$ cat src/verilog/flash_guard_pkg.sv
// Shared constants and types of the flash protection host controller
package flash_guard_pkg;
    // Flash geometry, word addressing
    localparam int ADDR_W = 21;
    localparam int DATA_W = 16;
    localparam int CNT_W = 8;
    localparam int STEP_W = 3;
    localparam logic [ADDR_W-1:0] OUTER_SPAN = 21'h002000;
    localparam logic [ADDR_W-1:0] OUTER_TOP_BASE = 21'h1FE000;
    localparam logic [ADDR_W-1:0] SEC_SPAN = 21'h008000;
    localparam logic [ADDR_W-1:0] SEC_TOP_BASE = 21'h1F8000;
    localparam logic [ADDR_W-1:0] SN_BOTTOM_BASE = 21'h000000;
    localparam int SN_WORDS = 8;
    localparam int ENTER_LEN = 3;
    localparam int EXIT_LEN = 4;
    localparam int DQ7_BIT = 7;

    // Register map, byte offsets on the AXI4-Lite port
    localparam int AXI_AW = 8;
    localparam logic [AXI_AW-1:0] OFS_CTRL = 8'h00;
    localparam logic [AXI_AW-1:0] OFS_ADDR = 8'h04;
    localparam logic [AXI_AW-1:0] OFS_WDATA = 8'h08;
    localparam logic [AXI_AW-1:0] OFS_CMD = 8'h0C;
    localparam logic [AXI_AW-1:0] OFS_STATUS = 8'h10;
    localparam logic [AXI_AW-1:0] OFS_RDATA = 8'h14;
    localparam logic [AXI_AW-1:0] OFS_SN_BASE = 8'h20;
    localparam logic [AXI_AW-1:0] OFS_SN_MASK = 8'hE0;
    localparam logic [2:0] CTRL_RESET = 3'h0;
    localparam int CTRL_WP_LOW = 0;
    localparam int CTRL_HV = 1;
    localparam int CTRL_TOP = 2;
    localparam int ST_BUSY = 0;
    localparam int ST_SECURED = 1;
    localparam int ST_FACTORY = 2;
    localparam int ST_REFUSED = 3;
    localparam logic [1:0] RESP_OKAY = 2'h0;
    localparam logic [1:0] RESP_SLVERR = 2'h2;

    // Timing at 100 MHz
    localparam int CLK_NS = 10;
    localparam int T_WE_PULSE_NS = 35;
    localparam int T_ACCESS_NS = 70;
    localparam int T_RESET_LOW_NS = 500;
    localparam int SYNC_CYC = 2;
    localparam int WE_CYC = (T_WE_PULSE_NS + CLK_NS - 1) / CLK_NS;
    localparam int READ_CYC = (T_ACCESS_NS + CLK_NS - 1) / CLK_NS;
    localparam int RST_CYC = (T_RESET_LOW_NS + CLK_NS - 1) / CLK_NS;

    typedef enum logic [2:0] {
        OP_READ, OP_WRITE, OP_ENTER, OP_EXIT, OP_SERIAL, OP_RESET,
        OP_INDICATOR
    } op_e;

    typedef struct packed {
        logic [ADDR_W-1:0] addr;
        logic [DATA_W-1:0] data;
    } bus_step_s;

    typedef struct packed {
        logic ce_n;
        logic oe_n;
        logic we_n;
        logic reset_n;
        logic hv_reset_en;
        logic write_protect_accel_pin;
        logic dq_oe_n;
        logic [ADDR_W-1:0] addr;
        logic [DATA_W-1:0] dq_out;
    } flash_out_s;

    localparam flash_out_s PINS_IDLE = '{ce_n: 1'b1, oe_n: 1'b1,
        we_n: 1'b1, reset_n: 1'b1, hv_reset_en: 1'b0,
        write_protect_accel_pin: 1'b1, dq_oe_n: 1'b1,
        addr: '0, dq_out: '0};
endpackage

$ cat src/verilog/flash_guard_host.sv
// Host controller driving flash protection and secured region pins
//
// Our own choices: the AXI4-Lite interface to the registers and the register offsets.
`timescale 1ns/10ps
`default_nettype none
module flash_guard_host #(
    parameter flash_guard_pkg::bus_step_s [flash_guard_pkg::ENTER_LEN-1:0]
        ENTER_SEQ = '0,
    parameter flash_guard_pkg::bus_step_s [flash_guard_pkg::EXIT_LEN-1:0]
        EXIT_SEQ = '0
) (
    input wire logic ref_clk,
    input wire logic rst,
    input wire logic [flash_guard_pkg::AXI_AW-1:0] awaddr,
    input wire logic awvalid,
    output logic awready,
    input wire logic [31:0] wdata,
    input wire logic [3:0] wstrb,
    input wire logic wvalid,
    output logic wready,
    output logic [1:0] bresp,
    output logic bvalid,
    input wire logic bready,
    input wire logic [flash_guard_pkg::AXI_AW-1:0] araddr,
    input wire logic arvalid,
    output logic arready,
    output logic [31:0] rdata,
    output logic [1:0] rresp,
    output logic rvalid,
    input wire logic rready,
    input wire logic [flash_guard_pkg::DATA_W-1:0] flash_dq_in,
    output flash_guard_pkg::flash_out_s flash_pins
);
    import flash_guard_pkg::*;

    typedef enum logic [2:0] {
        S_IDLE, S_W_SETUP, S_W_PULSE, S_W_HOLD, S_R_PULSE, S_R_SAMPLE, S_RST
    } state_e;

    state_e state, next_state;
    op_e op, next_op, cmd_op;
    logic [STEP_W-1:0] step, next_step;
    logic [CNT_W-1:0] cnt, next_cnt;
    logic secured, next_secured, factory_locked, next_factory;
    logic refused, next_refused;
    logic [DATA_W-1:0] rd_data, next_rd_data, dq_meta, dq_sync;
    flash_out_s next_pins;
    bus_step_s cur;
    logic [2:0] ctrl, next_ctrl;
    logic [ADDR_W-1:0] addr_reg, next_addr_reg;
    logic [DATA_W-1:0] wdata_reg, next_wdata_reg;
    logic aw_hold, next_aw_hold, w_hold, next_w_hold, rd_pend, next_rd_pend;
    logic [AXI_AW-1:0] awaddr_q, next_awaddr_q, raddr_q, next_raddr_q;
    logic [31:0] wdata_q, next_wdata_q, next_rdata;
    logic [3:0] wstrb_q, next_wstrb_q;
    logic [1:0] next_bresp, next_rresp;
    logic next_bvalid, next_rvalid, cmd_go, clr_refused;
    logic busy, in_outer, in_window, refuse, sn_wr;
    logic [DATA_W-1:0] sn_rd;
    logic [31:0] status_word;

    // Byte-lane merge of a register write
    function automatic logic [31:0] merge(input logic [31:0] old_v,
                                          input logic [31:0] new_v,
                                          input logic [3:0] strb);
        logic [31:0] r;
        r = old_v;
        for (int i = 0; i < 4; i++) begin
            if (strb[i]) begin
                r[i*8 +: 8] = new_v[i*8 +: 8];
            end
        end
        return r;
    endfunction

    // Last step index of each operation
    function automatic logic [STEP_W-1:0] last_of(input op_e o);
        unique case (o)
            OP_ENTER: return STEP_W'(ENTER_LEN - 1);
            OP_EXIT: return STEP_W'(EXIT_LEN - 1);
            OP_SERIAL: return STEP_W'(SN_WORDS - 1);
            default: return '0;
        endcase
    endfunction

    ////////////////////////////////////////////////////////////////////////
    // Pin input synchroniser
    always_ff @(posedge ref_clk or posedge rst) begin
        if (rst) begin
            dq_meta <= '0;
            dq_sync <= '0;
        end else begin
            dq_meta <= flash_dq_in;
            dq_sync <= dq_meta;
        end
    end

    ////////////////////////////////////////////////////////////////////////
    // Address classification of the pending command
    assign busy = (state != S_IDLE);
    assign cmd_op = op_e'(wdata_q[2:0]);
    assign in_outer = ctrl[CTRL_TOP] ? (addr_reg >= OUTER_TOP_BASE)
                                     : (addr_reg < OUTER_SPAN);
    assign in_window = ctrl[CTRL_TOP] ? (addr_reg >= SEC_TOP_BASE)
                                      : (addr_reg < SEC_SPAN);
    // Host-side refusal of commands the device would reject
    assign refuse = (cmd_op > OP_INDICATOR)
        || (cmd_op == OP_WRITE && ctrl[CTRL_WP_LOW] && in_outer
            && !secured)
        || (cmd_op == OP_WRITE && secured && factory_locked)
        || ((cmd_op == OP_WRITE || cmd_op == OP_READ) && secured
            && !in_window);
    assign sn_wr = (state == S_R_SAMPLE) && (op == OP_SERIAL);

    // Address and data of the current bus step
    always_comb begin
        cur.addr = addr_reg;
        cur.data = wdata_reg;
        unique case (next_op)
            OP_ENTER: cur = ENTER_SEQ[next_step[1:0]];
            OP_EXIT: cur = EXIT_SEQ[next_step[1:0]];
            OP_SERIAL: cur.addr = (ctrl[CTRL_TOP] ? SEC_TOP_BASE
                : SN_BOTTOM_BASE) + ADDR_W'(next_step);
            default: cur.addr = addr_reg;
        endcase
    end

    ////////////////////////////////////////////////////////////////////////
    // Bus cycle engine, next values
    always_comb begin
        next_state = state;
        next_op = op;
        next_step = step;
        next_cnt = cnt;
        next_secured = secured;
        next_factory = factory_locked;
        next_refused = refused;
        next_rd_data = rd_data;
        if (clr_refused) begin
            next_refused = 1'b0;
        end
        unique case (state)
            S_IDLE: begin
                if (cmd_go) begin
                    next_step = '0;
                    if (refuse) begin
                        next_refused = 1'b1;
                    end else if (cmd_op == OP_RESET) begin
                        next_op = cmd_op;
                        next_state = S_RST;
                        next_cnt = CNT_W'(RST_CYC - 1);
                    end else if (cmd_op == OP_WRITE || cmd_op == OP_ENTER
                                 || cmd_op == OP_EXIT) begin
                        next_op = cmd_op;
                        next_state = S_W_SETUP;
                    end else begin
                        next_op = cmd_op;
                        next_state = S_R_PULSE;
                        next_cnt = CNT_W'(READ_CYC + SYNC_CYC - 1);
                    end
                end
            end
            S_W_SETUP: begin
                next_state = S_W_PULSE;
                next_cnt = CNT_W'(WE_CYC - 1);
            end
            S_W_PULSE: begin
                if (cnt == '0) begin
                    next_state = S_W_HOLD;
                end else begin
                    next_cnt = cnt - 1'b1;
                end
            end
            S_W_HOLD: begin
                if (step == last_of(op)) begin
                    next_state = S_IDLE;
                    if (op == OP_ENTER) begin
                        next_secured = 1'b1;
                    end else if (op == OP_EXIT) begin
                        next_secured = 1'b0;
                    end
                end else begin
                    next_step = step + 1'b1;
                    next_state = S_W_SETUP;
                end
            end
            S_R_PULSE: begin
                if (cnt == '0) begin
                    next_state = S_R_SAMPLE;
                end else begin
                    next_cnt = cnt - 1'b1;
                end
            end
            S_R_SAMPLE: begin
                next_rd_data = dq_sync;
                if (op == OP_INDICATOR) begin
                    next_factory = dq_sync[DQ7_BIT];
                end
                if (step == last_of(op)) begin
                    next_state = S_IDLE;
                end else begin
                    next_step = step + 1'b1;
                    next_state = S_R_PULSE;
                    next_cnt = CNT_W'(READ_CYC + SYNC_CYC - 1);
                end
            end
            S_RST: begin
                if (cnt == '0) begin
                    next_state = S_IDLE;
                    next_secured = 1'b0;
                end else begin
                    next_cnt = cnt - 1'b1;
                end
            end
        endcase
        // Pin levels that belong to the next state
        next_pins = PINS_IDLE;
        next_pins.hv_reset_en = ctrl[CTRL_HV];
        next_pins.write_protect_accel_pin = !ctrl[CTRL_WP_LOW];
        next_pins.addr = cur.addr;
        next_pins.dq_out = cur.data;
        unique case (next_state)
            S_W_SETUP, S_W_HOLD: begin
                next_pins.ce_n = 1'b0;
                next_pins.dq_oe_n = 1'b0;
            end
            S_W_PULSE: begin
                next_pins.ce_n = 1'b0;
                next_pins.we_n = 1'b0;
                next_pins.dq_oe_n = 1'b0;
            end
            S_R_PULSE, S_R_SAMPLE: begin
                next_pins.ce_n = 1'b0;
                next_pins.oe_n = 1'b0;
            end
            S_RST: begin
                next_pins.reset_n = 1'b0;
                next_pins.hv_reset_en = 1'b0;
            end
            S_IDLE: begin
                next_pins.ce_n = 1'b1;
            end
        endcase
    end

    // Bus cycle engine registers
    always_ff @(posedge ref_clk or posedge rst) begin
        if (rst) begin
            state <= S_IDLE;
            op <= OP_READ;
            step <= '0;
            cnt <= '0;
            secured <= 1'b0;
            factory_locked <= 1'b0;
            refused <= 1'b0;
            rd_data <= '0;
            flash_pins <= PINS_IDLE;
        end else begin
            state <= next_state;
            op <= next_op;
            step <= next_step;
            cnt <= next_cnt;
            secured <= next_secured;
            factory_locked <= next_factory;
            refused <= next_refused;
            rd_data <= next_rd_data;
            flash_pins <= next_pins;
        end
    end

    sn_store u_sn_store (
        .ref_clk(ref_clk),
        .wr_en(sn_wr),
        .wr_addr(step),
        .wr_data(dq_sync),
        .rd_addr(araddr[4:2]),
        .rd_data(sn_rd)
    );

    ////////////////////////////////////////////////////////////////////////
    // AXI4-Lite slave, next values
    assign awready = !aw_hold && !bvalid;
    assign wready = !w_hold && !bvalid;
    assign arready = !rd_pend && !rvalid;
    assign status_word = {28'h0000000, refused, factory_locked, secured,
                          busy};

    always_comb begin
        next_aw_hold = aw_hold;
        next_w_hold = w_hold;
        next_awaddr_q = awaddr_q;
        next_wdata_q = wdata_q;
        next_wstrb_q = wstrb_q;
        next_bvalid = bvalid;
        next_bresp = bresp;
        next_ctrl = ctrl;
        next_addr_reg = addr_reg;
        next_wdata_reg = wdata_reg;
        next_rd_pend = rd_pend;
        next_raddr_q = raddr_q;
        next_rvalid = rvalid;
        next_rdata = rdata;
        next_rresp = rresp;
        cmd_go = 1'b0;
        clr_refused = 1'b0;
        if (awvalid && awready) begin
            next_aw_hold = 1'b1;
            next_awaddr_q = awaddr;
        end
        if (wvalid && wready) begin
            next_w_hold = 1'b1;
            next_wdata_q = wdata;
            next_wstrb_q = wstrb;
        end
        if (bvalid && bready) begin
            next_bvalid = 1'b0;
        end
        // Both halves held: perform the write
        if (aw_hold && w_hold) begin
            next_aw_hold = 1'b0;
            next_w_hold = 1'b0;
            next_bvalid = 1'b1;
            next_bresp = RESP_OKAY;
            unique case (awaddr_q)
                OFS_CTRL: next_ctrl = 3'(merge(32'(ctrl), wdata_q, wstrb_q));
                OFS_ADDR: next_addr_reg =
                    ADDR_W'(merge(32'(addr_reg), wdata_q, wstrb_q));
                OFS_WDATA: next_wdata_reg =
                    DATA_W'(merge(32'(wdata_reg), wdata_q, wstrb_q));
                OFS_CMD: begin
                    if (busy) begin
                        next_bresp = RESP_SLVERR;
                    end else begin
                        cmd_go = 1'b1;
                    end
                end
                OFS_STATUS: clr_refused = wdata_q[ST_REFUSED] && wstrb_q[0];
                default: next_bresp = RESP_SLVERR;
            endcase
        end
        if (rvalid && rready) begin
            next_rvalid = 1'b0;
        end
        if (arvalid && arready) begin
            next_rd_pend = 1'b1;
            next_raddr_q = araddr;
        end
        // Read answer one cycle after the address is taken
        if (rd_pend) begin
            next_rd_pend = 1'b0;
            next_rvalid = 1'b1;
            next_rresp = RESP_OKAY;
            if ((raddr_q & OFS_SN_MASK) == OFS_SN_BASE) begin
                next_rdata = 32'(sn_rd);
            end else begin
                unique case (raddr_q)
                    OFS_CTRL: next_rdata = 32'(ctrl);
                    OFS_ADDR: next_rdata = 32'(addr_reg);
                    OFS_WDATA: next_rdata = 32'(wdata_reg);
                    OFS_STATUS: next_rdata = status_word;
                    OFS_RDATA: next_rdata = 32'(rd_data);
                    default: begin
                        next_rdata = '0;
                        next_rresp = RESP_SLVERR;
                    end
                endcase
            end
        end
    end

    // AXI4-Lite slave registers
    always_ff @(posedge ref_clk or posedge rst) begin
        if (rst) begin
            aw_hold <= 1'b0;
            w_hold <= 1'b0;
            awaddr_q <= '0;
            wdata_q <= '0;
            wstrb_q <= '0;
            bvalid <= 1'b0;
            bresp <= RESP_OKAY;
            ctrl <= CTRL_RESET;
            addr_reg <= '0;
            wdata_reg <= '0;
            rd_pend <= 1'b0;
            raddr_q <= '0;
            rvalid <= 1'b0;
            rdata <= '0;
            rresp <= RESP_OKAY;
        end else begin
            aw_hold <= next_aw_hold;
            w_hold <= next_w_hold;
            awaddr_q <= next_awaddr_q;
            wdata_q <= next_wdata_q;
            wstrb_q <= next_wstrb_q;
            bvalid <= next_bvalid;
            bresp <= next_bresp;
            ctrl <= next_ctrl;
            addr_reg <= next_addr_reg;
            wdata_reg <= next_wdata_reg;
            rd_pend <= next_rd_pend;
            raddr_q <= next_raddr_q;
            rvalid <= next_rvalid;
            rdata <= next_rdata;
            rresp <= next_rresp;
        end
    end
endmodule
`default_nettype wire

$ cat src/verilog/sn_store.sv
// Serial number word store with registered read data
`timescale 1ns/10ps
`default_nettype none
module sn_store (
    input wire logic ref_clk,
    input wire logic wr_en,
    input wire logic [2:0] wr_addr,
    input wire logic [15:0] wr_data,
    input wire logic [2:0] rd_addr,
    output logic [15:0] rd_data
);
    logic [15:0] mem [8];

    // Write port and registered read port
    always_ff @(posedge ref_clk) begin
        if (wr_en) begin
            mem[wr_addr] <= wr_data;
        end
        rd_data <= mem[rd_addr];
    end
endmodule
`default_nettype wire
$ cat config.mk
export PLATFORM = sky130hd
export DESIGN_NAME = flash_guard_host
export DESIGN_NICKNAME = d
export VERILOG_FILES = /design/src/verilog/flash_guard_pkg.sv /design/src/verilog/flash_guard_host.sv /design/src/verilog/sn_store.sv
export SDC_FILE = /design/constraint.sdc
export NUM_CORES = 1
export LEC_CHECK = 0
export BUFFER_PORTS_ARGS = -buffer_cell sky130_fd_sc_hd__buf_4
export CORE_MARGIN = 5
export CORE_UTILIZATION = 51
export CTS_CLUSTER_DIAMETER = 50
export DETAILED_ROUTE_END_ITERATION = 12
export PLACE_DENSITY_LB_ADDON = 0.15
export SKIP_CTS_REPAIR_TIMING = 1
export SLEW_MARGIN = 20
export SYNTH_ARGS = -nofsm -noshare
export SYNTH_HDL_FRONTEND = slang
export SYNTH_SLANG_ARGS = --single-unit
$ cat constraint.sdc
create_clock -name ref_clk -period 5.7 [get_ports ref_clk]
set_input_delay 0 -clock ref_clk [delete_from_list [all_inputs] [get_ports ref_clk]]
set_output_delay 0 -clock ref_clk [all_outputs]
set_load 0.005 [all_outputs]
==> Word-level counts from Yosys, hierarchy flattened <==
Memory sizes are Yosys's and may differ from the RTL's. A register that Yosys moved wholly into a read port is not among the register bits.
Cells that the tools add are included.
{ "classes": {"add_sub_neg": 3, "mul": 0, "div_mod_pow": 0, "n_lt_le_gt_ge": 6, "eq_ne": 42, "shift": 0, "n_mux": 73, "bitwise_logic": 0, "n_reduce_logical": 59} }
{ "op_table": {"columns": ["op", "count"], "rows": [
  ["$bmux 37 s2", 2],
  ["$pmux 21 s5", 1],
  ["$mux 37", 2],
  ["$pmux 21 s3", 1],
  ["$mux 3", 16],
  ["$mux 8", 6],
  ["$ge 21x21->1 const B", 2],
  ["$mux 21", 2],
  ["$mux 1", 32],
  ["$pmux 16 s2", 1],
  ["$pmux 8 s4", 1],
  ["$eq 3x2->1 const B", 10],
  ["$eq 3x3->1 const B", 10],
  ["$eq 8x4->1 const B", 3],
  ["$eq 8x5->1 const B", 3],
  ["$logic_not 8->1", 3],
  ["$add 21x3->21", 1],
  ["$lt 21x14->1 const B", 1],
  ["$lt 21x16->1 const B", 1],
  ["$pmux 3 s7", 1],
  ["$logic_and 1x1->1", 18],
  ["$pmux 3 s3", 2],
  ["$reduce_and 3->1", 6],
  ["$eq 8x3->1 const B", 2],
  ["other kinds (24)", 56]
]} }
{ "word_totals": {"register_bits": 233, "latch_bits": 0, "ramBits": 128, "mem_bits_ro": 0, "inputBits": 75, "out_inout_bits": 85, "wordCells": 221, "memories": 1} }
{ "mem_list": {"columns": ["name", "words", "width", "rd", "rd_clocked_by_memory_dff", "write_ports", "line", "text"], "rows": [
  ["u_sn_store.mem", 8, 16, 1, 1, 1, "sn_store.sv:12", "logic [15:0] mem [8];"]
]} }

==> Longest topological paths before layout <==
Gate-level depths: netlist of run 1.
{ "depth": {"word_depth": 13, "ltp_mapped": 10, "mapped_depth_nobuf": 10} }

==> Modules after synthesis <==
A second synthesis of run 1 with hierarchy kept.
{ "unflattened": {"hier_cells": 968, "area_unflattened_um2": 14564.0} }
{ "modules_own_cells": {"columns": ["mod", "n_inst", "cells_per_inst", "area_each_um2", "seq_area_each_um2"], "rows": [
  ["flash_guard_host", 1, 754, 9270.1, 5512.8],
  ["sn_store", 1, 214, 5293.8, 4164.0]
]} }

==> Least setup slack after synthesis of run 1 <==
No wires, ideal clock.
{ "synth_path": {"kind": "register to register", "from": "reg state[0]", "to": "mem u_sn_store.mem[1][0] (enable)", "setup_ps": 409, "arrival_time_ps": 2563, "required_ps": 5291, "path_slack_ps": 2728, "path_stages_with_launch": 7, "path_buffers": 2, "period_less_slack_ps": 2972, "path_cell_list": "dfrtp_1 -> clkbuf_1 -> clkbuf_1 -> nand2_1 -> nor2_1 -> nand3_1 -> nor3_1"} }
{ "synth_via": {"elab_chain_cells": 4} }
{ "synth_rtl": {"columns": ["item", "line", "text"], "rows": [
  ["from (decl)", "flash_guard_host.sv:40", "state_e state, next_state;"],
  ["from (signal assigned)", "flash_guard_host.sv:259", "state <= next_state;"],
  ["$eq 3x3->1", "flash_guard_host.sv:113", "assign sn_wr = (state == S_R_SAMPLE) && (op == OP_SERIAL);"],
  ["$logic_and 1x1->1", "flash_guard_host.sv:113", null],
  ["$mux 1", "sn_store.sv:16", "if (wr_en) begin"],
  ["$mux 1 (implied by the code)", "sn_store.sv:17", "mem[wr_addr] <= wr_data;"],
  ["to (decl)", "sn_store.sv:12", null]
]} }
No other way between the ends.

==> results of run 1 <==
-- kinds of logic (layout without fill, tap and decap cells) --
group                      count (synthesis)  in the layout  share of synthesized area
DFF                                      364            364                      0.683
muxes                                    152            152                      0.148
xor gates and xnor gates                   3              3                    0.00186
adders and majority gates                  3              3                    0.00247
buffers and inverters                     81            289                     0.0256
and+or+nand+nor                          239            239                     0.0856
AOI/OAI and AO/OA                        114            114                     0.0534
other                                      1             13                   0.000265
-- cell usage in the layout (no fill, tap or decap), types with 7 or more instances in the layout --
master and n:
sky130_fd_sc_hd__a21o_1 8, sky130_fd_sc_hd__a31oi_1 8, sky130_fd_sc_hd__clkbuf_16 43, sky130_fd_sc_hd__mux4_2 34
sky130_fd_sc_hd__dfrtp_1 214, sky130_fd_sc_hd__nor2_2 7, sky130_fd_sc_hd__mux2_2 114, sky130_fd_sc_hd__edfxtp_1 128
sky130_fd_sc_hd__clkbuf_1 13, sky130_fd_sc_hd__dlygate4sd3_1 57, sky130_fd_sc_hd__nand2_1 88, sky130_fd_sc_hd__nor3_1 12
sky130_fd_sc_hd__a222oi_1 13, sky130_fd_sc_hd__buf_4 139, sky130_fd_sc_hd__conb_1 13, sky130_fd_sc_hd__and2_1 32
sky130_fd_sc_hd__nor2_1 42, sky130_fd_sc_hd__dfxtp_1 16, sky130_fd_sc_hd__inv_1 18, sky130_fd_sc_hd__o21ai_0 26
sky130_fd_sc_hd__a21oi_1 27
-- power breakdown --
part | switching, uW | leakage, uW | total (uW) | internal (uW)
Clock | 997 | 0.000622 | 2480 | 1490
Combinational | 668 | 0.00266 | 1410 | 737
Sequential | 439 | 0.00407 | 3570 | 3130
-- stage by stage --
| stage | cell area [um2] | worst slack, ns | hold slack (ns) | utilization |
|---|---|---|---|---|
| floorplan | 14200 | 2.73 | 0.0314 | - |
| global placement | 15500 | 2.29 | 0.109 | 0.561 |
| detailed placement | 15500 | 2.22 | 0.110 | 0.561 |
| CTS | 16800 | 2.22 | -0.441 | 0.608 |
| global route | 17400 | 1.91 | 0.0895 | 0.629 |
| finish | 17400 | 2.22 | 0.0710 | 0.629 |
-- final cells by class --
cell class / count / area, um2 / area share
clock buffers: 60 / 1180 / 0.0679
repair buffers: 197 / 1630 / 0.0941
well taps: 378 / 473 / 0.0272
clock inverters: 13 / 118 / 0.00677
flip-flops and latches: 364 / 9680 / 0.557
multi-input cells: 524 / 4210 / 0.243
inverters: 19 / 75.1 / 0.00432
-- worst max-delay path: stages, from the launching register on --
cell and delay (ns):
sky130_fd_sc_hd__dfrtp_1 0.39, sky130_fd_sc_hd__nor3_1 0.22, sky130_fd_sc_hd__nor4bb_1 0.80, sky130_fd_sc_hd__nand4_2 0.21, sky130_fd_sc_hd__nor4_4 0.55, sky130_fd_sc_hd__mux2i_1 0.28, sky130_fd_sc_hd__buf_4 0.23, sky130_fd_sc_hd__nor2b_4 0.51
sky130_fd_sc_hd__a22o_1 0.23
-- cells in the mapped netlist, drive strengths merged, types with 4 or more instances --
| master | count | area [um2] |
|---|---|---|
| a21o | 8 | 60.1 |
| a21oi | 27 | 135 |
| a222oi | 13 | 130 |
| a31oi | 8 | 50.1 |
| and2 | 34 | 213 |
| buf | 21 | 136 |
| clkbuf | 41 | 155 |
| dfrtp | 214 | 5360 |
| dfstp | 6 | 158 |
| dfxtp | 16 | 320 |
| edfxtp | 128 | 3840 |
| inv | 19 | 71.3 |
| mux2 | 114 | 1280 |
| mux2i | 4 | 40.0 |
| mux4 | 34 | 766 |
| nand2 | 89 | 337 |
| nand2b | 6 | 37.5 |
| nand3 | 6 | 30.0 |
| nand4b | 5 | 43.8 |
| nor2 | 49 | 184 |
| nor2b | 7 | 51.3 |
| nor3 | 14 | 70.1 |
| nor3b | 5 | 37.5 |
| o21ai | 26 | 130 |
| o22ai | 5 | 31.3 |
-- per-layer routing --
layer | share of wire | vias up | routed length [um] | track usage
met5 | 0 | - | 0 | 0
met4 | 0.014 | 0 | 414 | 0.0397
met3 | 0.056 | 38 | 1670 | 0.0389
met2 | 0.46 | 232 | 13600 | 0.282
met1 | 0.47 | 4153 | 14200 | 0.296
li1 | - | 3855 | - | -
-- how the worst max path moves through the flow --
stage	end	slack, ns	depth (start not counted)
after detailed placement	flash_pins[18]	2.22	8
after global placement	flash_pins[17]	2.29	8
final	flash_pins[18]	2.22	8
after CTS	flash_pins[18]	2.22	8
after global routing	cnt[1]	1.91	7
after floorplan	u_sn_store.mem[1][0]	2.73	6
==> impl_table.tex, run 1 <==
\begin{tabular}{lr}
\hline
Metric & Value \\
\hline
\multicolumn{2}{l}{\textbf{Status}} \\
\quad Outcome & finished clean \\
\multicolumn{2}{l}{\textbf{Cells and area}} \\
\quad Number of fill cells in the layout & 2,079 \\
\quad Number of standard cells in the final layout excluding fillers & 1,555 \\
\quad Area added between synthesis and finish & 22.6\% \\
\quad Fraction of final layout cells sized beyond drive strength 1 & 0.316 \\
\quad Fin nets & 1,223 \\
\quad Antenna diode count & 0 \\
\quad Register with the highest flop count & u\_sn\_store.mem \\
\quad Biggest registers after layout & u\_sn\_store.mem (128), flash\_pins (44) \\
\quad Flip-flop count of the largest register after layout & 128 \\
\multicolumn{2}{l}{\textbf{Timing}} \\
\quad Time the final worst path needs with I/O delays and setup & about 3.5 ns \\
\quad Final count of hold timing violations & 0 \\
\quad Final worst clock skew & 0.0170 ns \\
\quad Setup repair after global routing missed its margin & false \\
\quad Count of final max-slew check failures & 0 \\
\quad Worst Tran Pin Value & 1.05 ns \\
\quad Setup TNS after final layout & 0 ns \\
\quad Final period utilization & 0.611 \\
\quad Tightest slew margin relative to the limit & 0.299 \\
\quad Final-report setup violation count & 0 \\
\quad Max Clk Rate & 0.287 GHz \\
\multicolumn{2}{l}{\textbf{Worst hold path}} \\
\quad End point of the most critical hold path & rd\_pend \\
\quad Worst hold path cell count & 2 \\
\quad Worst hold start & arvalid \\
\quad Worst min path class & in2reg \\
\multicolumn{2}{l}{\textbf{Yosys}} \\
\quad Number of warnings reported in the yosys synthesis log & 0 \\
\quad Per-instance average area after synthesis & 14.8 um2 \\
\quad Number of instances in the synthesized netlist & 957 \\
\quad Share of synthesized flip-flops with an asynchronous set or reset & 0.604 \\
\quad Top\_reg\_cell synth & sky130\_fd\_sc\_hd\_\_dfrtp\_1 \\
\quad Share of the yosys chip area belonging to registers & 0.683 \\
\quad Unique masters post-synth & 66 \\
\quad Synthesized area & about 14,000 um2 \\
\quad Number of enable-type register cells in the synthesized netlist & 128 \\
\quad Number of synthesized register bits & between 300 and 400 \\
\multicolumn{2}{l}{\textbf{Global route}} \\
\quad Total global routing track utilization & 0.190 \\
\quad Remaining global-route overflow & 0 \\
\quad Number of global-route vias before repair & 8,125 \\
\quad First-pass GRT wire length & 46,700 um \\
\quad Pin count of the biggest net entering global routing & around 130 \\
\quad Number of antenna violations at the first check in global routing & 0 \\
\multicolumn{2}{l}{\textbf{Place}} \\
\quad RD Place Congestion & between 0.8 and 0.9 \\
\quad DP HPWL & 19,100 um \\
\quad Count of input and output buffers & 134 \\
\quad Number of placed instances with taps included & 1,425 \\
\multicolumn{2}{l}{\textbf{Job}} \\
\quad Max\_cap viols & 0 \\
\multicolumn{2}{l}{\textbf{Floorplan}} \\
\quad Effective utilization at floorplan & 0.513 \\
\quad \# IOs & 160 \\
\quad Die height & 177 um \\
\quad Die extent in x & 177 um \\
\quad Area inside the core boundary & 27,600 um2 \\
\quad Core Rows & 61 \\
\quad DIE AREA & 31,200 um2 \\
\multicolumn{2}{l}{\textbf{Setup path}} \\
\quad Critical Path Source Type & flop \\
\quad FF-to-FF End & flash\_pins[18] \\
\quad Class of the most critical setup path & reg2reg \\
\quad Worst Setup SP & awaddr\_q[1] \\
\quad CP Capture Type & flop \\
\quad Arrival time at the worst endpoint & 3.95 ns \\
\quad Setup slack, reg-to-reg & 2.22 ns \\
\quad Beginning of the worst register-to-register path & awaddr\_q[1] \\
\quad Largest fanout on the critical path & 21 \\
\quad Path depth of the worst reg2reg path & 8 \\
\quad Required time at the endpoint of the critical path & 6.16 ns \\
\multicolumn{2}{l}{\textbf{Clocking}} \\
\quad Total CTS buffers & 40 \\
\quad Clock tree from TritonCTS & yes \\
\quad Clock tree root driver cell & sky130\_fd\_sc\_hd\_\_clkbuf\_16 \\
\quad Depth of the CTS H-tree & 2 \\
\quad Later-pin clock latency in the skew report & about 0.52 ns \\
\quad Maximum number of buffers from clock root to sink & 3 \\
\quad Number of clock sinks & 364 \\
\quad Clock slew seen by the registers of the worst setup and hold paths & approximately 0.06 ns \\
\multicolumn{2}{l}{\textbf{Detailed routing}} \\
\quad Number of DRC violations after detailed-routing iteration 0 & 545 \\
\quad Vias & 8,278 \\
\quad Average routed wire per standard cell & 19.2 um \\
\quad Post-route ant nets & 0 \\
\quad Per-cell via count in the routed design & 5.32 \\
\quad First-pass DRT Iterations & 5 \\
\quad Routed WL & 29,900 um \\
\quad Remaining routing DRC violations & 0 \\
\multicolumn{2}{l}{\textbf{Power and ir drop}} \\
\quad Overall power after layout & 7460 uW \\
\quad Pwr per Cell Area & 429 nW/um2 \\
\quad Worst VDD drop & 262 uV \\
\quad Leakage dissipation & 0.00735 uW \\
\hline
\end{tabular}
No activity file was read; power rests on OpenSTA's default activity.
==> inputs of run 2 (changes only) <==
==> constraint.sdc (replaced) <==
create_clock -name ref_clk -period 3.55 [get_ports ref_clk]
set_input_delay 0 -clock ref_clk [delete_from_list [all_inputs] [get_ports ref_clk]]
set_output_delay 0 -clock ref_clk [all_outputs]
set_load 0.005 [all_outputs]
==> impl_table.tex, run 2 (synthesized netlist as in run 1, its figures left out) <==
\begin{tabular}{lr}
\hline
Metric & Value \\
\hline
\multicolumn{2}{l}{\textbf{Timing}} \\
\quad Count of final max-slew check failures & 0 \\
\quad Time the final worst path needs with I/O delays and setup & about 2.9 ns \\
\quad Setup repair after global routing missed its margin & false \\
\quad Max Clk Rate & 0.348 GHz \\
\quad Setup TNS after final layout & 0 ns \\
\quad Final count of hold timing violations & 0 \\
\quad Final-report setup violation count & 0 \\
\quad Tightest slew margin relative to the limit & 0.375 \\
\quad Worst Tran Pin Value & about 0.94 ns \\
\quad Final period utilization & 0.810 \\
\quad Final worst clock skew & 0.0223 ns \\
\multicolumn{2}{l}{\textbf{Setup path}} \\
\quad Worst stage delay on the critical path & 0.74 ns \\
\quad Worst path top cell family by delay & compound AO/OA/AOI/OAI gates \\
\quad CP Capture Type & flop \\
\quad Worst Setup SP & cnt[3] \\
\quad Class of the most critical setup path & reg2reg \\
\quad Arrival time at the worst endpoint & 3.30 ns \\
\quad Beginning of the worst register-to-register path & cnt[3] \\
\quad Library cell contributing the largest single delay on the critical path & sky130\_fd\_sc\_hd\_\_o221ai\_1 \\
\quad Worst path bufs/invs & 0 \\
\quad Required time at the endpoint of the critical path & 3.98 ns \\
\quad Critical Path Source Type & flop \\
\quad Largest fanout on the critical path & 13 \\
\quad Most common cell on crit path & sky130\_fd\_sc\_hd\_\_o21ai\_0 \\
\quad Crit-path cells & nor3\_1, nor4b\_2, nor2\_1, o21a\_1, o221ai\_1, o21ai\_0, o21ai\_0 \\
\multicolumn{2}{l}{\textbf{Global route}} \\
\quad Pin count of the biggest net entering global routing & 141 \\
\quad Number of antenna violations at the first check in global routing & 0 \\
\quad Remaining global-route overflow & 0 \\
\quad First-pass GRT wire length & 47,600 um \\
\quad Total global routing track utilization & 0.194 \\
\quad Number of global-route vias before repair & 8,350 \\
\multicolumn{2}{l}{\textbf{Detailed routing}} \\
\quad Per-cell via count in the routed design & 5.28 \\
\quad First-pass DRT Iterations & 5 \\
\quad Remaining routing DRC violations & 0 \\
\quad Routed WL & 30,000 um \\
\quad Average routed wire per standard cell & between 15 and 20 um \\
\quad Post-route ant nets & 0 \\
\quad Vias & 8,316 \\
\quad Number of DRC violations after detailed-routing iteration 0 & 572 \\
\multicolumn{2}{l}{\textbf{Floorplan}} \\
\quad Effective utilization at floorplan & 0.513 \\
\quad \# IOs & 160 \\
\quad DIE AREA & 31,200 um2 \\
\quad Area inside the core boundary & roughly 28,000 um2 \\
\quad Die height & approximately 180 um \\
\quad Die extent in x & 177 um \\
\quad Core Rows & 61 \\
\multicolumn{2}{l}{\textbf{Power and ir drop}} \\
\quad Fraction of power consumed by combinational cells & 0.184 \\
\quad Clock network power share & 0.357 \\
\quad Power spent charging and discharging nets & $\sim$3400 uW \\
\quad Overall power after layout & 12,400 uW \\
\quad Part of the power in registers & 0.459 \\
\quad Pwr per Cell Area & 705 nW/um2 \\
\quad Int Pwr & 8980 uW \\
\quad Worst VDD drop & 382 uV \\
\quad Leakage dissipation & 0.00750 uW \\
\quad Switching part of the total & 0.277 \\
\multicolumn{2}{l}{\textbf{Cells and area}} \\
\quad Most used cells in the layout excluding fill and tap cells & sky130\_fd\_sc\_hd\_\_dfrtp\_1, sky130\_fd\_sc\_hd\_\_buf\_4, sky130\_fd\_sc\_hd\_\_edfxtp\_1 \\
\quad Fraction of final layout cells sized beyond drive strength 1 & 0.323 \\
\quad Final core occ & 0.638 \\
\quad Commonest non-fill, non-tap cell in the layout & sky130\_fd\_sc\_hd\_\_dfrtp\_1 \\
\quad Register with the highest flop count & u\_sn\_store.mem \\
\quad Antenna diode count & 0 \\
\quad Area added between synthesis and finish & 24.4\% \\
\quad Flip-flop count of the largest register after layout & 128 \\
\quad Biggest registers after layout & u\_sn\_store.mem (128), flash\_pins (44) \\
\quad Fin nets & 1,240 \\
\multicolumn{2}{l}{\textbf{Job}} \\
\quad Max\_cap viols & 0 \\
\multicolumn{2}{l}{\textbf{Clocking}} \\
\quad Later-pin clock latency in the skew report & between 0.5 and 0.6 ns \\
\quad Number of clock sinks & $\sim$360 \\
\quad Clock slew seen by the registers of the worst setup and hold paths & roughly 0.060 ns \\
\quad Clock tree root driver cell & sky130\_fd\_sc\_hd\_\_clkbuf\_16 \\
\quad Maximum number of buffers from clock root to sink & 3 \\
\quad Total CTS buffers & 41 \\
\quad Depth of the CTS H-tree & 2 \\
\quad Clock tree from TritonCTS & yes \\
\multicolumn{2}{l}{\textbf{Worst hold path}} \\
\quad Worst min path class & in2async \\
\multicolumn{2}{l}{\textbf{Place}} \\
\quad Count of input and output buffers & 134 \\
\quad RD Place Congestion & just over 0.8 \\
\quad DP HPWL & 19,200 um \\
\multicolumn{2}{l}{\textbf{Status}} \\
\quad Outcome & finished clean \\
\hline
\end{tabular}
run 2: cell types whose count changed in the layout (fill, tap and decap cells not counted), sizes merged:
cell      change
buf          +16
bufinv        +5
inv           +2
clkbuf        -2
clkinv        +1
clkinvlp      -3
run 2: layer usage:
metal / vias up / routed length, um / global-route usage
li1: 3890 / - / -
met1: 4156 / 14300 / 0.303
met2: 230 / 13500 / 0.290
met3: 40 / 1740 / 0.0361
met4: 0 / 422 / 0.0419
met5: - / 0 / 0
run 2: cell type report:
type | instances | area (um2)
Clock buffer | 58 | 1160
Clock inverter | 18 | 294
Fill cell | 2098 | 10000
Inverter | 19 | 75.1
Multi-Input combinational cell | 524 | 4180
Sequential cell | 364 | 9680
Tap cell | 378 | 473
Timing Repair Buffer | 213 | 1750
run 2: final timing paths:
check	end	slack [ns]	depth (start not counted)
min	awaddr_q[6]	0.02	3
max reg2reg	cnt[5]	0.68	7
min in group ref_clk	rd_pend	0.03	2
max	cnt[5]	0.68	7
max in group asynchronous	dq_sync[9]	2.50	4
min reg2reg	dq_sync[6]	0.35	0
run 2: worst reg2reg max path, stage by stage (launching register included):
cell	delay, ns
sky130_fd_sc_hd__dfrtp_1	0.42
sky130_fd_sc_hd__nor3_1	0.45
sky130_fd_sc_hd__nor4b_2	0.56
sky130_fd_sc_hd__nor2_1	0.11
sky130_fd_sc_hd__o21a_1	0.19
sky130_fd_sc_hd__o221ai_1	0.74
sky130_fd_sc_hd__o21ai_0	0.20
sky130_fd_sc_hd__o21ai_0	0.12
run 2: metrics by stage:
step / area [um2] / setup WS (ns) / cells / hold WS, ns
after floorplan: 14200 / 0.578 / 969 / 0.0314
after detailed placement: 15600 / 0.726 / 1441 / 0.0192
after global placement: 15600 / 0.740 / 1441 / 0.00931
after global routing: 17600 / 0.320 / 1574 / 0.0292
after CTS: 17000 / 0.711 / 1517 / -0.536
final: 17600 / 0.675 / 1574 / 0.0226
run 2: power by group through the flow:
| stage | Clock [uW] | Combinational [uW] | Sequential [uW] |
|---|---|---|---|
| floorplan | 0 | 1700 | 5430 |
| global placement | 0 | 2200 | 5760 |
| detailed placement | 0 | 2250 | 5770 |
| CTS | 4530 | 2260 | 5700 |
| global route | 4730 | 2590 | 5810 |
| finish | 4430 | 2290 | 5700 |
==> inputs of run 3 (changes only) <==
==> constraint.sdc (replaced) <==
create_clock -name ref_clk -period 2.5 [get_ports ref_clk]
set_input_delay 0 -clock ref_clk [delete_from_list [all_inputs] [get_ports ref_clk]]
set_output_delay 0 -clock ref_clk [all_outputs]
set_load 0.005 [all_outputs]
==> impl_table.tex, run 3 (synthesized netlist as in run 1, its figures left out) <==
\begin{tabular}{lr}
\hline
Metric & Value \\
\hline
\multicolumn{2}{l}{\textbf{Setup path}} \\
\quad Class of the most critical setup path & reg2reg \\
\quad Critical Path Source Type & flop \\
\quad Library cell contributing the largest single delay on the critical path & sky130\_fd\_sc\_hd\_\_dfrtp\_1 \\
\quad Beginning of the worst register-to-register path & awaddr\_q[5] \\
\quad Crit-path cells & nor3\_2, nor4bb\_2, buf\_4, nand4\_4, nor4\_4, buf\_4, mux2i\_4, nor2b\_4, clkbuf\_16, and2\_4 \\
\quad Arrival time at the worst endpoint & 2.92 ns \\
\quad CP Capture Type & flop \\
\quad Worst path top cell family by delay & simple AND/OR/NAND/NOR gates \\
\quad Worst Setup SP & awaddr\_q[5] \\
\quad Worst stage delay on the critical path & 0.38 ns \\
\quad Most common cell on crit path & sky130\_fd\_sc\_hd\_\_buf\_4 \\
\quad Required time at the endpoint of the critical path & 2.97 ns \\
\quad Worst path bufs/invs & 3 \\
\quad Largest fanout on the critical path & 5 \\
\multicolumn{2}{l}{\textbf{Timing}} \\
\quad Tightest slew margin relative to the limit & 0.570 \\
\quad Final period utilization & 0.981 \\
\quad Final-report setup violation count & 0 \\
\quad Final worst clock skew & 0.0177 ns \\
\quad Final count of hold timing violations & 0 \\
\quad Time the final worst path needs with I/O delays and setup & 2.45 ns \\
\quad Post-route setup slack & 0.0478 ns \\
\quad Setup TNS after final layout & 0 ns \\
\quad Worst Tran Pin Value & approximately 0.65 ns \\
\quad Setup repair after global routing missed its margin & true \\
\quad Count of final max-slew check failures & 0 \\
\quad Max Clk Rate & 0.408 GHz \\
\multicolumn{2}{l}{\textbf{Cells and area}} \\
\quad Most used cells in the layout excluding fill and tap cells & sky130\_fd\_sc\_hd\_\_dfrtp\_1, sky130\_fd\_sc\_hd\_\_buf\_4, sky130\_fd\_sc\_hd\_\_edfxtp\_1 \\
\quad Commonest non-fill, non-tap cell in the layout & sky130\_fd\_sc\_hd\_\_dfrtp\_1 \\
\quad Register with the highest flop count & u\_sn\_store.mem \\
\quad Number of fill cells in the layout & roughly 2.0k \\
\quad Fraction of final layout cells sized beyond drive strength 1 & 0.355 \\
\quad Biggest registers after layout & u\_sn\_store.mem (128), flash\_pins (44) \\
\quad Area added between synthesis and finish & 26.9\% \\
\quad Final non-filler cell area & 18,000 um2 \\
\quad Antenna diode count & 0 \\
\quad Number of standard cells in the final layout excluding fillers & around 1.6k \\
\quad Flip-flop count of the largest register after layout & 128 \\
\quad Fin nets & 1,280 \\
\multicolumn{2}{l}{\textbf{Job}} \\
\quad Max\_cap viols & 0 \\
\multicolumn{2}{l}{\textbf{Worst hold path}} \\
\quad Worst min path class & in2async \\
\multicolumn{2}{l}{\textbf{Detailed routing}} \\
\quad Remaining routing DRC violations & 0 \\
\quad Vias & 8,685 \\
\quad Number of DRC violations after detailed-routing iteration 0 & roughly 740 \\
\quad First-pass DRT Iterations & 7 \\
\quad Post-route ant nets & 0 \\
\quad Average routed wire per standard cell & 19.6 um \\
\quad Routed WL & 31,600 um \\
\quad Per-cell via count in the routed design & 5.38 \\
\multicolumn{2}{l}{\textbf{Place}} \\
\quad DP HPWL & 20,100 um \\
\quad Worst setup slack before clock tree synthesis & -0.0193 ns \\
\quad Count of input and output buffers & 134 \\
\quad Total placed instance area & about 16,000 um2 \\
\quad RD Place Congestion & 0.794 \\
\quad Number of placed instances with taps included & 1,470 \\
\multicolumn{2}{l}{\textbf{Global route}} \\
\quad Pin count of the biggest net entering global routing & between 80 and 90 \\
\quad First-pass GRT wire length & just under 50,000 um \\
\quad Number of global-route vias before repair & 8,508 \\
\quad Number of antenna violations at the first check in global routing & 0 \\
\quad Remaining global-route overflow & 0 \\
\quad Total global routing track utilization & 0.198 \\
\multicolumn{2}{l}{\textbf{Clocking}} \\
\quad Later-pin clock latency in the skew report & 0.53 ns \\
\quad Depth of the CTS H-tree & 2 \\
\quad Number of clock sinks & 364 \\
\quad Total CTS buffers & 40 \\
\quad Clock slew seen by the registers of the worst setup and hold paths & 0.06 ns \\
\quad Maximum number of buffers from clock root to sink & 3 \\
\quad Clock tree from TritonCTS & yes \\
\quad Clock tree root driver cell & sky130\_fd\_sc\_hd\_\_clkbuf\_16 \\
\multicolumn{2}{l}{\textbf{Floorplan}} \\
\quad Core Rows & 61 \\
\quad Effective utilization at floorplan & 0.513 \\
\quad Area inside the core boundary & roughly 28,000 um2 \\
\quad DIE AREA & 31,200 um2 \\
\quad Die extent in x & 177 um \\
\quad Die height & 177 um \\
\quad \# IOs & 160 \\
\multicolumn{2}{l}{\textbf{Status}} \\
\quad Outcome & finished clean \\
\multicolumn{2}{l}{\textbf{Power and ir drop}} \\
\quad Leakage dissipation & approximately 0.0077 uW \\
\quad Pwr per Cell Area & 983 nW/um2 \\
\quad Worst VDD drop & 714 uV \\
\hline
\end{tabular}
==> run 3: power breakdown <==
group / switching, uW / internal (uW) / leakage [uW]
Sequential: 799 / 7140 / 0.00407
Combinational: 1850 / 1920 / 0.00297
Clock: 2290 / 3670 / 0.000660
==> run 3: path summary, 6_finish.rpt <==
| path | cells after the start | slack, ns | to |
|---|---|---|---|
| min in group ref_clk | 3 | 0.10 | aw_hold |
| max | 10 | 0.05 | flash_pins[30] |
| max in group asynchronous | 5 | 1.43 | rd_data[5] |
| min reg2reg | 0 | 0.35 | dq_sync[0] |
| max reg2reg | 10 | 0.05 | flash_pins[30] |
| min | 3 | 0.08 | awaddr_q[4] |
==> run 3: per-stage QoR <==
| step | total power [uW] | util | hold WS [ns] |
|---|---|---|---|
| floorplan | 10100 | - | 0.0314 |
| detailed placement | 11600 | 0.573 | 0.0728 |
| global route | 18600 | 0.650 | 0.108 |
| finish | 17700 | 0.650 | 0.0804 |
| global placement | 11500 | 0.573 | 0.0626 |
| CTS | 17600 | 0.622 | -0.487 |
==> run 3: metal layers <==
metal	share of wire	track usage	vias up
met5	0	0	-
met3	0.056	0.0333	41
met1	0.46	0.302	4402
li1	-	-	3972
met4	0.014	0.0467	0
met2	0.47	0.303	270
==> run 3: area by class of cell <==
class,instances,area (um2),area share
clock inverters,15,205,0.0114
multi-input cells,526,4280,0.238
inverters,19,75.1,0.00418
repair buffers,252,2100,0.117
clock buffers,59,1160,0.0648
flip-flops and latches,364,9680,0.538
well taps,378,473,0.0263
==> run 3: worst reg2reg max path, delay by kind of cell (launching register included) <==
kind / cells / cell delay, ns
simple gates: 6 / 1.19
mux: 1 / 0.25
buf+inv: 3 / 0.56
flops: 1 / 0.38
